$ cat src/trace_trigger_consts.svh
// Offsets, field positions, codes and counts for the trace trigger break controller.
// Assumes inclusion by bare name from the package and the design module.
`ifndef TRACE_TRIGGER_CONSTS_SVH
`define TRACE_TRIGGER_CONSTS_SVH
`define OFS_CONTROL     5'h00
`define OFS_TRIGGER     5'h04
`define OFS_CMP_A       5'h08
`define OFS_CMP_B       5'h0C
`define OFS_CMP_C       5'h10
`define OFS_FIFO        5'h14
`define CTL_ENABLE      0
`define CTL_ARM         1
`define CTL_BRK_EN      2
`define CTL_TAG         3
`define CTL_LOOP        4
`define STS_ENGAGED     8
`define STS_COUNT_LSB   12
`define TRG_BEGIN       6
`define TRG_QUALIFY     7
`define CMP_DIR         16
`define CMP_DIR_EN      17
`define MODE_A_ONLY     4'h0
`define MODE_A_OR_B     4'h1
`define MODE_A_THEN_B   4'h2
`define MODE_EV_B       4'h3
`define MODE_A_THEN_EVB 4'h4
`define MODE_A_AND_B    4'h5
`define MODE_A_NOT_B    4'h6
`define MODE_INSIDE     4'h7
`define MODE_OUTSIDE    4'h8
`define FIFO_FULL_CNT   4'h8
`define BRANCH_BACK     16'h0002
`define RESP_OKAY       2'h0
`define RESP_SLVERR     2'h2
`endif

$ cat src/trace_trigger_pkg.sv
// Types shared by the trace trigger break controller.
// Assumes the constants header sits in the same folder.
`include "trace_trigger_consts.svh"
package trace_trigger_pkg;
   typedef enum logic [4:0] {
      RUN_IDLE  = 5'b00001,
      RUN_WAIT  = 5'b00010,
      RUN_BEGIN = 5'b00100,
      RUN_END   = 5'b01000,
      RUN_DONE  = 5'b10000
   } run_t;
   typedef struct packed {
      logic        pending;
      logic        hit;
   } track_t;
endpackage : trace_trigger_pkg
$ cat src/trace_trigger_break_control.sv
// Debug comparators, trigger break controller and eight-word trace store for change-of-flow addresses or event data.
// Assumes a CPU on ref_clk presenting its bus cycle, change-of-flow flags and executed opcode address,
// and software on an AXI4-Lite slave port in the same clock domain.
`timescale 1ns/100ps
`default_nettype none
`include "trace_trigger_consts.svh"
module trace_trigger_break_control
   import trace_trigger_pkg::*;
#(
   parameter int DEPTH = 8
) (
   // Clock and reset.
   input  wire logic        ref_clk,
   input  wire logic        reset,
   // CPU bus cycle and flow information.
   input  wire logic        busValid,
   input  wire logic        busWrite,
   input  wire logic [15:0] coreAddr,
   input  wire logic [7:0]  readData,
   input  wire logic [7:0]  writeData,
   input  wire logic        cofDest,
   input  wire logic        cofBranch,
   input  wire logic        execValid,
   input  wire logic [15:0] execAddr,
   // Breakpoint requests to the CPU.
   output logic             breakForce,
   output logic             breakTag,
   // AXI4-Lite slave.
   input  wire logic [31:0] s_axi_awaddr,
   input  wire logic        s_axi_awvalid,
   output logic             s_axi_awready,
   input  wire logic [31:0] s_axi_wdata,
   input  wire logic [3:0]  s_axi_wstrb,
   input  wire logic        s_axi_wvalid,
   output logic             s_axi_wready,
   output logic [1:0]       s_axi_bresp,
   output logic             s_axi_bvalid,
   input  wire logic        s_axi_bready,
   input  wire logic [31:0] s_axi_araddr,
   input  wire logic        s_axi_arvalid,
   output logic             s_axi_arready,
   output logic [31:0]      s_axi_rdata,
   output logic [1:0]       s_axi_rresp,
   output logic             s_axi_rvalid,
   input  wire logic        s_axi_rready
);
   typedef struct packed {
      logic        enable;
      logic        arm;
      logic        cpu_break_enable;
      logic        tag;
      logic        loopMode;
      logic        engaged;
      logic [7:0]  trigSetup;
      logic [17:0] cmpA;
      logic [17:0] cmpB;
      logic [15:0] cmpC;
      logic [3:0]  count;
      logic [2:0]  wrPtr;
      logic [2:0]  rdPtr;
      logic        seenA;
      logic [2:0]  match;
      logic        inRange;
      logic        outRange;
      logic [15:0] prevAddr;
      track_t      trkA;
      track_t      trkB;
      run_t        run;
      logic        breakForce;
      logic        breakTag;
      logic        awHave;
      logic        wHave;
      logic [4:0]  awOfs;
      logic [31:0] wData;
      logic [3:0]  wStrb;
      logic        awReady;
      logic        wReady;
      logic        bValid;
      logic [1:0]  bResp;
      logic        arReady;
      logic        rValid;
      logic [31:0] rData;
      logic [1:0]  rResp;
   } state_t;

   state_t      st;
   state_t      next_st;
   logic [15:0] fifo [DEPTH];
   logic        fifoWr;
   logic [15:0] fifoWord;

   logic [3:0]  mode;
   logic        fullMode;
   logic        eventMode;
   logic        beginRun;
   logic        qualify;
   logic        dirEnSel;
   logic        dirSel;
   logic        qA;
   logic        qB;
   logic        trig;
   logic        cof;
   logic [15:0] cofAddr;
   logic        capture;
   logic        breakNow;
   logic        wrGo;
   logic        loopArm;

   // A direction-qualified cycle: with the enable off either direction passes.
   function automatic logic dirOk(input logic en, input logic dir, input logic wr);
      dirOk = !en || (wr == !dir);
   endfunction : dirOk

   assign mode      = st.trigSetup[3:0];
   assign fullMode  = (mode == `MODE_A_AND_B) || (mode == `MODE_A_NOT_B);
   assign eventMode = (mode == `MODE_EV_B) || (mode == `MODE_A_THEN_EVB);
   assign beginRun  = st.trigSetup[`TRG_BEGIN] || eventMode;
   assign qualify   = st.trigSetup[`TRG_QUALIFY] && !eventMode;
   // Full modes steer both comparators from A's direction bits only.
   assign dirEnSel  = st.cmpA[`CMP_DIR_EN];
   assign dirSel    = st.cmpA[`CMP_DIR];
   // Registered matches may be confirmed later by their own opcode tracker.
   assign qA        = qualify ? st.trkA.hit : st.match[0];
   assign qB        = qualify ? st.trkB.hit : st.match[1];
   assign cof       = busValid && (cofDest || cofBranch);
   assign cofAddr   = cofDest ? coreAddr : st.prevAddr - `BRANCH_BACK;
   assign wrGo      = st.awHave && st.wHave && !st.bValid;
   assign loopArm   = wrGo && st.awOfs == `OFS_CONTROL && st.wStrb[0] && st.wData[`CTL_ARM]
                      && st.wData[`CTL_ENABLE] && st.wData[`CTL_LOOP];

   always_comb begin
      unique case (mode)
         `MODE_A_ONLY:     trig = qA;
         `MODE_A_OR_B:     trig = qA || qB;
         `MODE_A_THEN_B:   trig = st.seenA && qB;
         `MODE_EV_B:       trig = st.match[1];
         `MODE_A_THEN_EVB: trig = st.seenA && st.match[1];
         `MODE_A_AND_B:    trig = qA && st.match[1];
         `MODE_A_NOT_B:    trig = qA && !st.match[1] && st.match[0];
         `MODE_INSIDE:     trig = st.inRange;
         `MODE_OUTSIDE:    trig = st.outRange;
         default:          trig = 1'b0;
      endcase
   end

   always_comb begin
      next_st = st;
      fifoWr   = 1'b0;
      fifoWord = eventMode ? {8'h00, (dirEnSel && !dirSel) ? writeData : readData} : cofAddr;
      capture  = 1'b0;
      breakNow = 1'b0;
      next_st.breakForce = 1'b0;
      next_st.breakTag   = 1'b0;
      if (busValid) begin
         next_st.prevAddr = coreAddr;
      end
      // Comparators, evaluated every cycle and registered.
      next_st.match[0] = busValid && coreAddr == st.cmpA[15:0]
                         && dirOk(st.cmpA[`CMP_DIR_EN], st.cmpA[`CMP_DIR], busWrite);
      if (fullMode) begin
         next_st.match[1] = busValid && (busWrite == (dirEnSel && !dirSel))
                            && (busWrite ? writeData : readData) == st.cmpB[7:0];
      end else begin
         next_st.match[1] = busValid && coreAddr == st.cmpB[15:0]
                            && dirOk(st.cmpB[`CMP_DIR_EN], st.cmpB[`CMP_DIR], busWrite);
      end
      next_st.match[2] = busValid && coreAddr == st.cmpC;
      next_st.inRange  = busValid && coreAddr >= st.cmpA[15:0] && coreAddr <= st.cmpB[15:0];
      next_st.outRange = busValid && (coreAddr < st.cmpA[15:0] || coreAddr > st.cmpB[15:0]);
      // Independent opcode trackers: a fetch match waits until that address executes.
      next_st.trkA.hit = st.trkA.pending && execValid && execAddr == st.cmpA[15:0];
      next_st.trkB.hit = st.trkB.pending && execValid && execAddr == st.cmpB[15:0];
      if (st.match[0]) next_st.trkA.pending = 1'b1;
      else if (st.trkA.hit) next_st.trkA.pending = 1'b0;
      if (st.match[1] && !fullMode) next_st.trkB.pending = 1'b1;
      else if (st.trkB.hit) next_st.trkB.pending = 1'b0;
      if (qA && st.run != RUN_IDLE) next_st.seenA = 1'b1;

      // Trigger break controller.
      unique case (st.run)
         RUN_IDLE: begin
         end
         RUN_WAIT: if (trig) begin
            next_st.run = RUN_BEGIN;
         end
         RUN_BEGIN: begin
            if (st.count == `FIFO_FULL_CNT) begin
               next_st.run = RUN_DONE;
               next_st.arm = 1'b0;
               breakNow    = 1'b1;
            end else begin
               capture = eventMode ? (trig || st.match[1]) : cof;
            end
         end
         RUN_END: begin
            if (trig) begin
               next_st.run = RUN_DONE;
               next_st.arm = 1'b0;
               breakNow    = 1'b1;
            end else begin
               capture = cof;
            end
         end
         RUN_DONE: begin
         end
         default: next_st.run = RUN_IDLE;
      endcase
      // Comparator C is a plain breakpoint unless loop mode is on; it tracks loop captures only outside the event modes.
      if (st.enable && !st.loopMode && st.match[2]) begin
         breakNow = 1'b1;
      end
      if (capture && st.loopMode && !eventMode) begin
         if (cofAddr == st.cmpC) begin
            capture = 1'b0;
         end else begin
            next_st.cmpC = cofAddr;
         end
      end
      if (capture) begin
         fifoWr = 1'b1;
         next_st.wrPtr = st.wrPtr + 3'h1;
         if (st.count != `FIFO_FULL_CNT) next_st.count = st.count + 4'h1;
      end
      if (breakNow && st.cpu_break_enable) begin
         next_st.breakForce = !st.tag;
         next_st.breakTag   = st.tag;
      end
      if (next_st.run == RUN_DONE && st.run != RUN_DONE) begin
         next_st.rdPtr = next_st.wrPtr - next_st.count[2:0];
      end

      // AXI4-Lite write channel.
      if (s_axi_awvalid && st.awReady) begin
         next_st.awHave = 1'b1;
         next_st.awOfs  = s_axi_awaddr[4:0];
      end
      if (s_axi_wvalid && st.wReady) begin
         next_st.wHave = 1'b1;
         next_st.wData = s_axi_wdata;
         next_st.wStrb = s_axi_wstrb;
      end
      if (wrGo) begin
         next_st.awHave = 1'b0;
         next_st.wHave  = 1'b0;
         next_st.bValid = 1'b1;
         next_st.bResp  = `RESP_OKAY;
         unique case (st.awOfs)
            `OFS_CONTROL: if (st.wStrb[0]) begin
               next_st.enable   = st.wData[`CTL_ENABLE];
               next_st.arm      = st.wData[`CTL_ARM];
               next_st.cpu_break_enable    = st.wData[`CTL_BRK_EN];
               next_st.tag      = st.wData[`CTL_TAG];
               next_st.loopMode = st.wData[`CTL_LOOP];
               if (st.wData[`CTL_ARM] && st.wData[`CTL_ENABLE]) begin
                  next_st.count   = 4'h0;
                  next_st.wrPtr   = 3'h0;
                  next_st.seenA   = 1'b0;
                  next_st.engaged = 1'b1;
                  next_st.run     = beginRun ? RUN_WAIT : RUN_END;
                  if (st.wData[`CTL_LOOP]) next_st.cmpC = 16'h0000;
               end
            end
            `OFS_TRIGGER: if (st.wStrb[0]) next_st.trigSetup = st.wData[7:0];
            `OFS_CMP_A:   next_st.cmpA = st.wData[17:0];
            `OFS_CMP_B:   next_st.cmpB = st.wData[17:0];
            `OFS_CMP_C:   next_st.cmpC = st.wData[15:0];
            default:      next_st.bResp = `RESP_SLVERR;
         endcase
      end
      if (st.bValid && s_axi_bready) next_st.bValid = 1'b0;
      next_st.awReady = !next_st.awHave && !next_st.bValid;
      next_st.wReady  = !next_st.wHave && !next_st.bValid;

      // AXI4-Lite read channel; reading the trace word walks to the next oldest entry.
      if (s_axi_arvalid && st.arReady) begin
         next_st.rValid = 1'b1;
         next_st.rResp  = `RESP_OKAY;
         next_st.rData  = 32'h0000_0000;
         unique case (s_axi_araddr[4:0])
            `OFS_CONTROL: begin
               next_st.rData[4:0] = {st.loopMode, st.tag, st.cpu_break_enable, st.arm, st.enable};
               next_st.rData[`STS_ENGAGED] = st.engaged;
               next_st.rData[`STS_COUNT_LSB +: 4] = st.count;
            end
            `OFS_TRIGGER: next_st.rData[7:0]  = st.trigSetup;
            `OFS_CMP_A:   next_st.rData[17:0] = st.cmpA;
            `OFS_CMP_B:   next_st.rData[17:0] = st.cmpB;
            `OFS_CMP_C:   next_st.rData[15:0] = st.cmpC;
            `OFS_FIFO: begin
               next_st.rData[15:0] = fifo[st.rdPtr];
               next_st.rdPtr = st.rdPtr + 3'h1;
            end
            default: next_st.rResp = `RESP_SLVERR;
         endcase
      end
      if (st.rValid && s_axi_rready) next_st.rValid = 1'b0;
      next_st.arReady = !next_st.rValid;

      // Disabling stops the run and trace writes, including a pending arm.
      if (!next_st.enable) begin
         next_st.arm = 1'b0;
         next_st.run = RUN_IDLE;
         fifoWr      = 1'b0;
      end
      if (!next_st.arm) begin
         next_st.engaged = 1'b0;
         if (next_st.run != RUN_DONE) next_st.run = RUN_IDLE;
      end
   end

   always_ff @(posedge ref_clk or posedge reset) begin
      if (reset) begin
         st <= '0;
         st.run <= RUN_IDLE;
      end else begin
         st <= next_st;
      end
   end

   // Trace storage carries no reset; the count says how much of it is valid.
   always_ff @(posedge ref_clk) begin
      if (fifoWr) begin
         fifo[st.wrPtr] <= fifoWord;
      end
   end

   assign breakForce    = st.breakForce;
   assign breakTag      = st.breakTag;
   assign s_axi_awready = st.awReady;
   assign s_axi_wready  = st.wReady;
   assign s_axi_bvalid  = st.bValid;
   assign s_axi_bresp   = st.bResp;
   assign s_axi_arready = st.arReady;
   assign s_axi_rvalid  = st.rValid;
   assign s_axi_rdata   = st.rData;
   assign s_axi_rresp   = st.rResp;

   no_break_disabled_a: assert property (@(posedge ref_clk) disable iff (reset)
      !st.cpu_break_enable |=> !breakForce && !breakTag)
      else $error("Break request issued while breaks disabled.");
   no_run_disabled_a: assert property (@(posedge ref_clk) disable iff (reset)
      !st.enable |-> st.run == RUN_IDLE && !fifoWr)
      else $error("Trace active while module disabled.");
   count_saturates_a: assert property (@(posedge ref_clk) disable iff (reset)
      st.count <= `FIFO_FULL_CNT)
      else $error("Word count passed eight.");
   count_steps_a: assert property (@(posedge ref_clk) disable iff (reset)
      fifoWr && st.count < `FIFO_FULL_CNT && !wrGo |=> st.count == $past(st.count) + 4'h1)
      else $error("Word count missed a capture.");
   end_break_same_a: assert property (@(posedge ref_clk) disable iff (reset)
      st.run == RUN_END && trig && st.cpu_break_enable && st.enable |=> breakForce || breakTag)
      else $error("End trigger did not raise the break.");
   begin_break_full_a: assert property (@(posedge ref_clk) disable iff (reset)
      st.run == RUN_BEGIN && st.count != `FIFO_FULL_CNT && !st.match[2] |=> !breakForce && !breakTag)
      else $error("Begin run broke before full.");
   break_kind_a: assert property (@(posedge ref_clk) disable iff (reset)
      !(breakForce && breakTag))
      else $error("Force and tag requests together.");
   end_stops_a: assert property (@(posedge ref_clk) disable iff (reset)
      st.run == RUN_END && trig && st.enable |-> !fifoWr ##1 !st.arm && !st.engaged)
      else $error("End trigger did not stop capture.");
   loop_clear_a: assert property (@(posedge ref_clk) disable iff (reset)
      loopArm |=> st.cmpC == 16'h0000)
      else $error("Loop arming did not clear comparator C.");
   wait_no_store_a: assert property (@(posedge ref_clk) disable iff (reset)
      st.run == RUN_WAIT |-> !fifoWr)
      else $error("Begin run stored before trigger.");
endmodule : trace_trigger_break_control
`default_nettype wire

$ cat config.mk
export PLATFORM = sky130hd
export DESIGN_NAME = trace_trigger_break_control
export DESIGN_NICKNAME = d
export VERILOG_FILES = /design/src/trace_trigger_pkg.sv /design/src/trace_trigger_break_control.sv
export VERILOG_INCLUDE_DIRS = /design/src
export SDC_FILE = /design/constraint.sdc
export NUM_CORES = 1
export LEC_CHECK = 0
export BUFFER_PORTS_ARGS = -buffer_cell sky130_fd_sc_hd__buf_2
export CAP_MARGIN = 20
export CORE_MARGIN = 2
export CORE_UTILIZATION = 40
export CTS_BUF_LIST = sky130_fd_sc_hd__clkbuf_4
export DETAILED_ROUTE_END_ITERATION = 8
export MAX_ROUTING_LAYER = met4
export PLACE_DENSITY = 0.62
export SYNTH_ARGS = -nofsm -noshare
export SYNTH_HDL_FRONTEND = slang
export SYNTH_SLANG_ARGS = --single-unit
$ cat constraint.sdc
create_clock -name ref_clk -period 4.43 [get_ports ref_clk]
set_input_delay 0.2215 -clock ref_clk [delete_from_list [all_inputs] [get_ports ref_clk]]
set_output_delay 0.2215 -clock ref_clk [all_outputs]
set_load 0.02 [all_outputs]
==> metrics.txt <==
status=completed; I/O pin cnt=203; Compound-Gate Fraction of Synth Area=9.902%; post-synthesis sequential area ratio=51.85%; # setup viols final=0; most common flop cell mapped by yosys=dfrtp_1; WL/cell=22.03 um; Yosys warnings=0; Hold Vio Cnt, Final=0; WP data arrival=4.91 ns; Core Box Area=0.03749 mm2; GR Util All Layers=24.70%; DRC violations left=0; Max-Cap Viols=0; DR iter-0 viols=997; met3 WL=3671 um; post-route ant nets=0; Distinct cells, synth=83; full die area=0.03942 mm2; peak supply drop=0.4005 mV; Max clock buf depth=3; largest net degree at the start of global routing=161; crit-path cells=inv_2, ha_4, or4b_4, nor4b_2, o21bai_1, nand2_1, or4_4, nor4_4, buf_4, o21ai_2, nand2_1, xnor2_2, ha_1, inv_1, fa_2, nor2b_1, o21bai_1, nor2b_1, nand4_1, xnor2_1, a21boi_1; critical path capture point type=register; Crit path max-delay family=simple AND/OR/NAND/NOR gates; Synth Register Bits=288; CTS buffer count=79; met1 WL=20220 um; Cells after Synth=1285; Remaining Overflow, GRT=0; Skew-Pair Late Insertion Delay=0.80 ns; P per Cell Area=460.9 mW/mm2; Commonest cells post-synth=159 x dfrtp_1, 128 x edfxtp_1, 115 x nand2_1; Die Y=198.5 um; FF+latch area=0.007851 mm2; slowest CP cell=or4b_4; Tightest Hold Check Type=input pin to register; post-synthesis adder-cell area fraction=3.273%; CP bufs+invs=3; Crit Path Class=register to register; Final #Nets=1746; Fill cells=3452; ys async rst share=55.56%; EDFF count, synth=128; total routed wirelength=46700 um; metal2 WL=21230 um; Critical Path Start Type=register; Worst-path clk slew=0.06 ns; Worst Path Required=5.07 ns; CTS sink cnt=288; Placed Area=0.01653 mm2; root buffer cell=clkbuf_4; post-synth top area share=26.28%; Final Cycle Share=96.22%; depth of the CTS H-tree=3; Final min period=4.263 ns; Slew HR=19.35%; Post-Syn Area per Cell=11.78 um2; leakage dissipation=0.007296 uW; Max Slew Vio Count=0; Layout Skew=0.07842 ns; critical path fanouts, max=4; vias in the first global route=11440; xor-xnor portion of the synthesized cell area=4.860%; worst-margin pin slew=1.210 ns; Final Core Density=48.80%; DR pass1 iterations=7; Synth Area in Simple Gates=11.90%; Synth area leaders=dfrtp_1 26%, edfxtp_1 25%, mux2_2 6.5%; vias per inst=5.451; count leader, synth=dfrtp_1; die width=198.5 um; # port buffers=115; max layer used=met4; Placer Congestion=0.9767; area occupied by multi-input gates=0.006754 mm2; Design Area, Final=0.01829 mm2; HPWL after DPL=33200 um; area growth from synthesis to layout=20.84%; Max Fclk=234.6 MHz; layout cell share with drive strength beyond 1=30.28%; initial cell density of the core=40.38%; mux share of post-synthesis cell area=13.68%; RSZ-0062 raised after global routing=yes; Synth area leader=dfrtp_1; CP peak stage delay=0.48 ns; Mapped Area=0.01514 mm2; FP Rows=71; first-pass GRT wire length=69370 um; TritonCTS clock tree=built; Vias=11560; number of antenna violations at the first check in global routing=5; largest family of logic cells by synthesized area=multiplexers
## flip-flops by register name, summed over array words and instances, names as in the netlist
signal	flops
fifo	128
st	127
s_axi_rdata	18
mode	4
breakForce	1
breakTag	1
dirEnSel	1
dirSel	1
s_axi_arready	1
s_axi_awready	1
s_axi_bresp	1
s_axi_bvalid	1
s_axi_rresp	1
s_axi_rvalid	1
s_axi_wready	1
## final cells by class
| cell class | count | share of cell area, % |
|---|---|---|
| flip-flops and latches | 288 | 42.92 |
| multi-input cells | 870 | 36.92 |
| well taps | 511 | 3.495 |
| repair buffers | 263 | 10.29 |
| clock inverters | 25 | 0.6976 |
| diodes | 4 | 0.05472 |
| inverters | 45 | 0.9438 |
| clock buffers | 114 | 4.678 |
## worst min-delay path: cells and delay by family
| kind | cells | cell delay [ns] |
|---|---|---|
| xor gates and xnor gates | 1 | 0.18 |
| and+or+nand+nor | 3 | 0.16 |
| buffers and inverters | 1 | 0.23 |
## per-stage QoR
step	total power [uW]	std cells	setup slack (ns)	hold WS [ns]	setup TNS, ns
finish	8431	2120	0.1673	0.07606	0
global route	8886	2120	-0.06162	0.1215	-0.06162
CTS	8443	2113	0.02257	0.002270	0
detailed placement	5976	1906	-0.1077	0.4305	-0.1077
global placement	5924	1904	0.02306	0.4284	0
floorplan	5130	1300	0.0001257	0.3159	0
## kinds of logic after synthesis
kind of cell               after synthesis
adders and majority gates               39
and+or+nand+nor                        351
muxes                                  156
buffers and inverters                  142
DFF                                    288
xor gates and xnor gates                84
AOI/OAI and AO/OA                      224
other                                    1
## repair_timing
action                                  4_1_cts  5_1_grt
endpoints found under the hold margin       221        0
hold buffers                                 67        0
endpoints found under the setup margin        1        1
buffers inserted                              1        1
resized for setup                             1       15
gates cloned                                  0        0
pin swaps                                     1        6
## power breakdown
part	switching [uW]	leakage, uW	internal, uW
logic	1110	0.00355	1100
clock network	1160	0.000587	1190
registers	652	0.00316	3210
total	2930	0.00730	5510
## metal layers
metal	track usage (%)	up-vias
li1	-	5274
met1	32.82	5725
met2	36.28	460
met3	6.290	97
met4	9.757	0
met5	-	-
## worst paths after layout
check	startpoint	to	slack (ns)	depth (start not counted)
setup / recovery	st[96]$_DFFE_PP0P_	st[119]$_DFF_PP0_	0.17	21
hold / removal	busWrite	st[113]$_DFF_PP0_	0.08	5
setup reg to reg	st[96]$_DFFE_PP0P_	st[119]$_DFF_PP0_	0.17	21
hold reg to reg	s_axi_rdata[3]$_DFFE_PP0P_	s_axi_rdata[3]$_DFFE_PP0P_	0.47	2
max in group asynchronous	reset	st[117]$_DFF_PP0_	3.43	4
min in group asynchronous	reset	st[60]$_DFFE_PP0P_	0.23	4
## placed cells by master (no fill, tap or decap), types with 31 or more instances in the layout
cell type,Yosys,routed
a21oi_1,31,31
buf_2,3,115
buf_4,37,77
clkbuf_4,0,115
dfrtp_1,159,157
dlygate4sd3_1,0,67
edfxtp_1,128,128
ha_1,38,37
inv_1,45,42
mux2_2,87,87
mux2i_1,37,37
mux4_2,32,32
nand2_1,115,115
nor2_1,68,67
o21ai_0,73,73
xnor2_1,61,59
No activity file was read; power rests on OpenSTA's default activity.
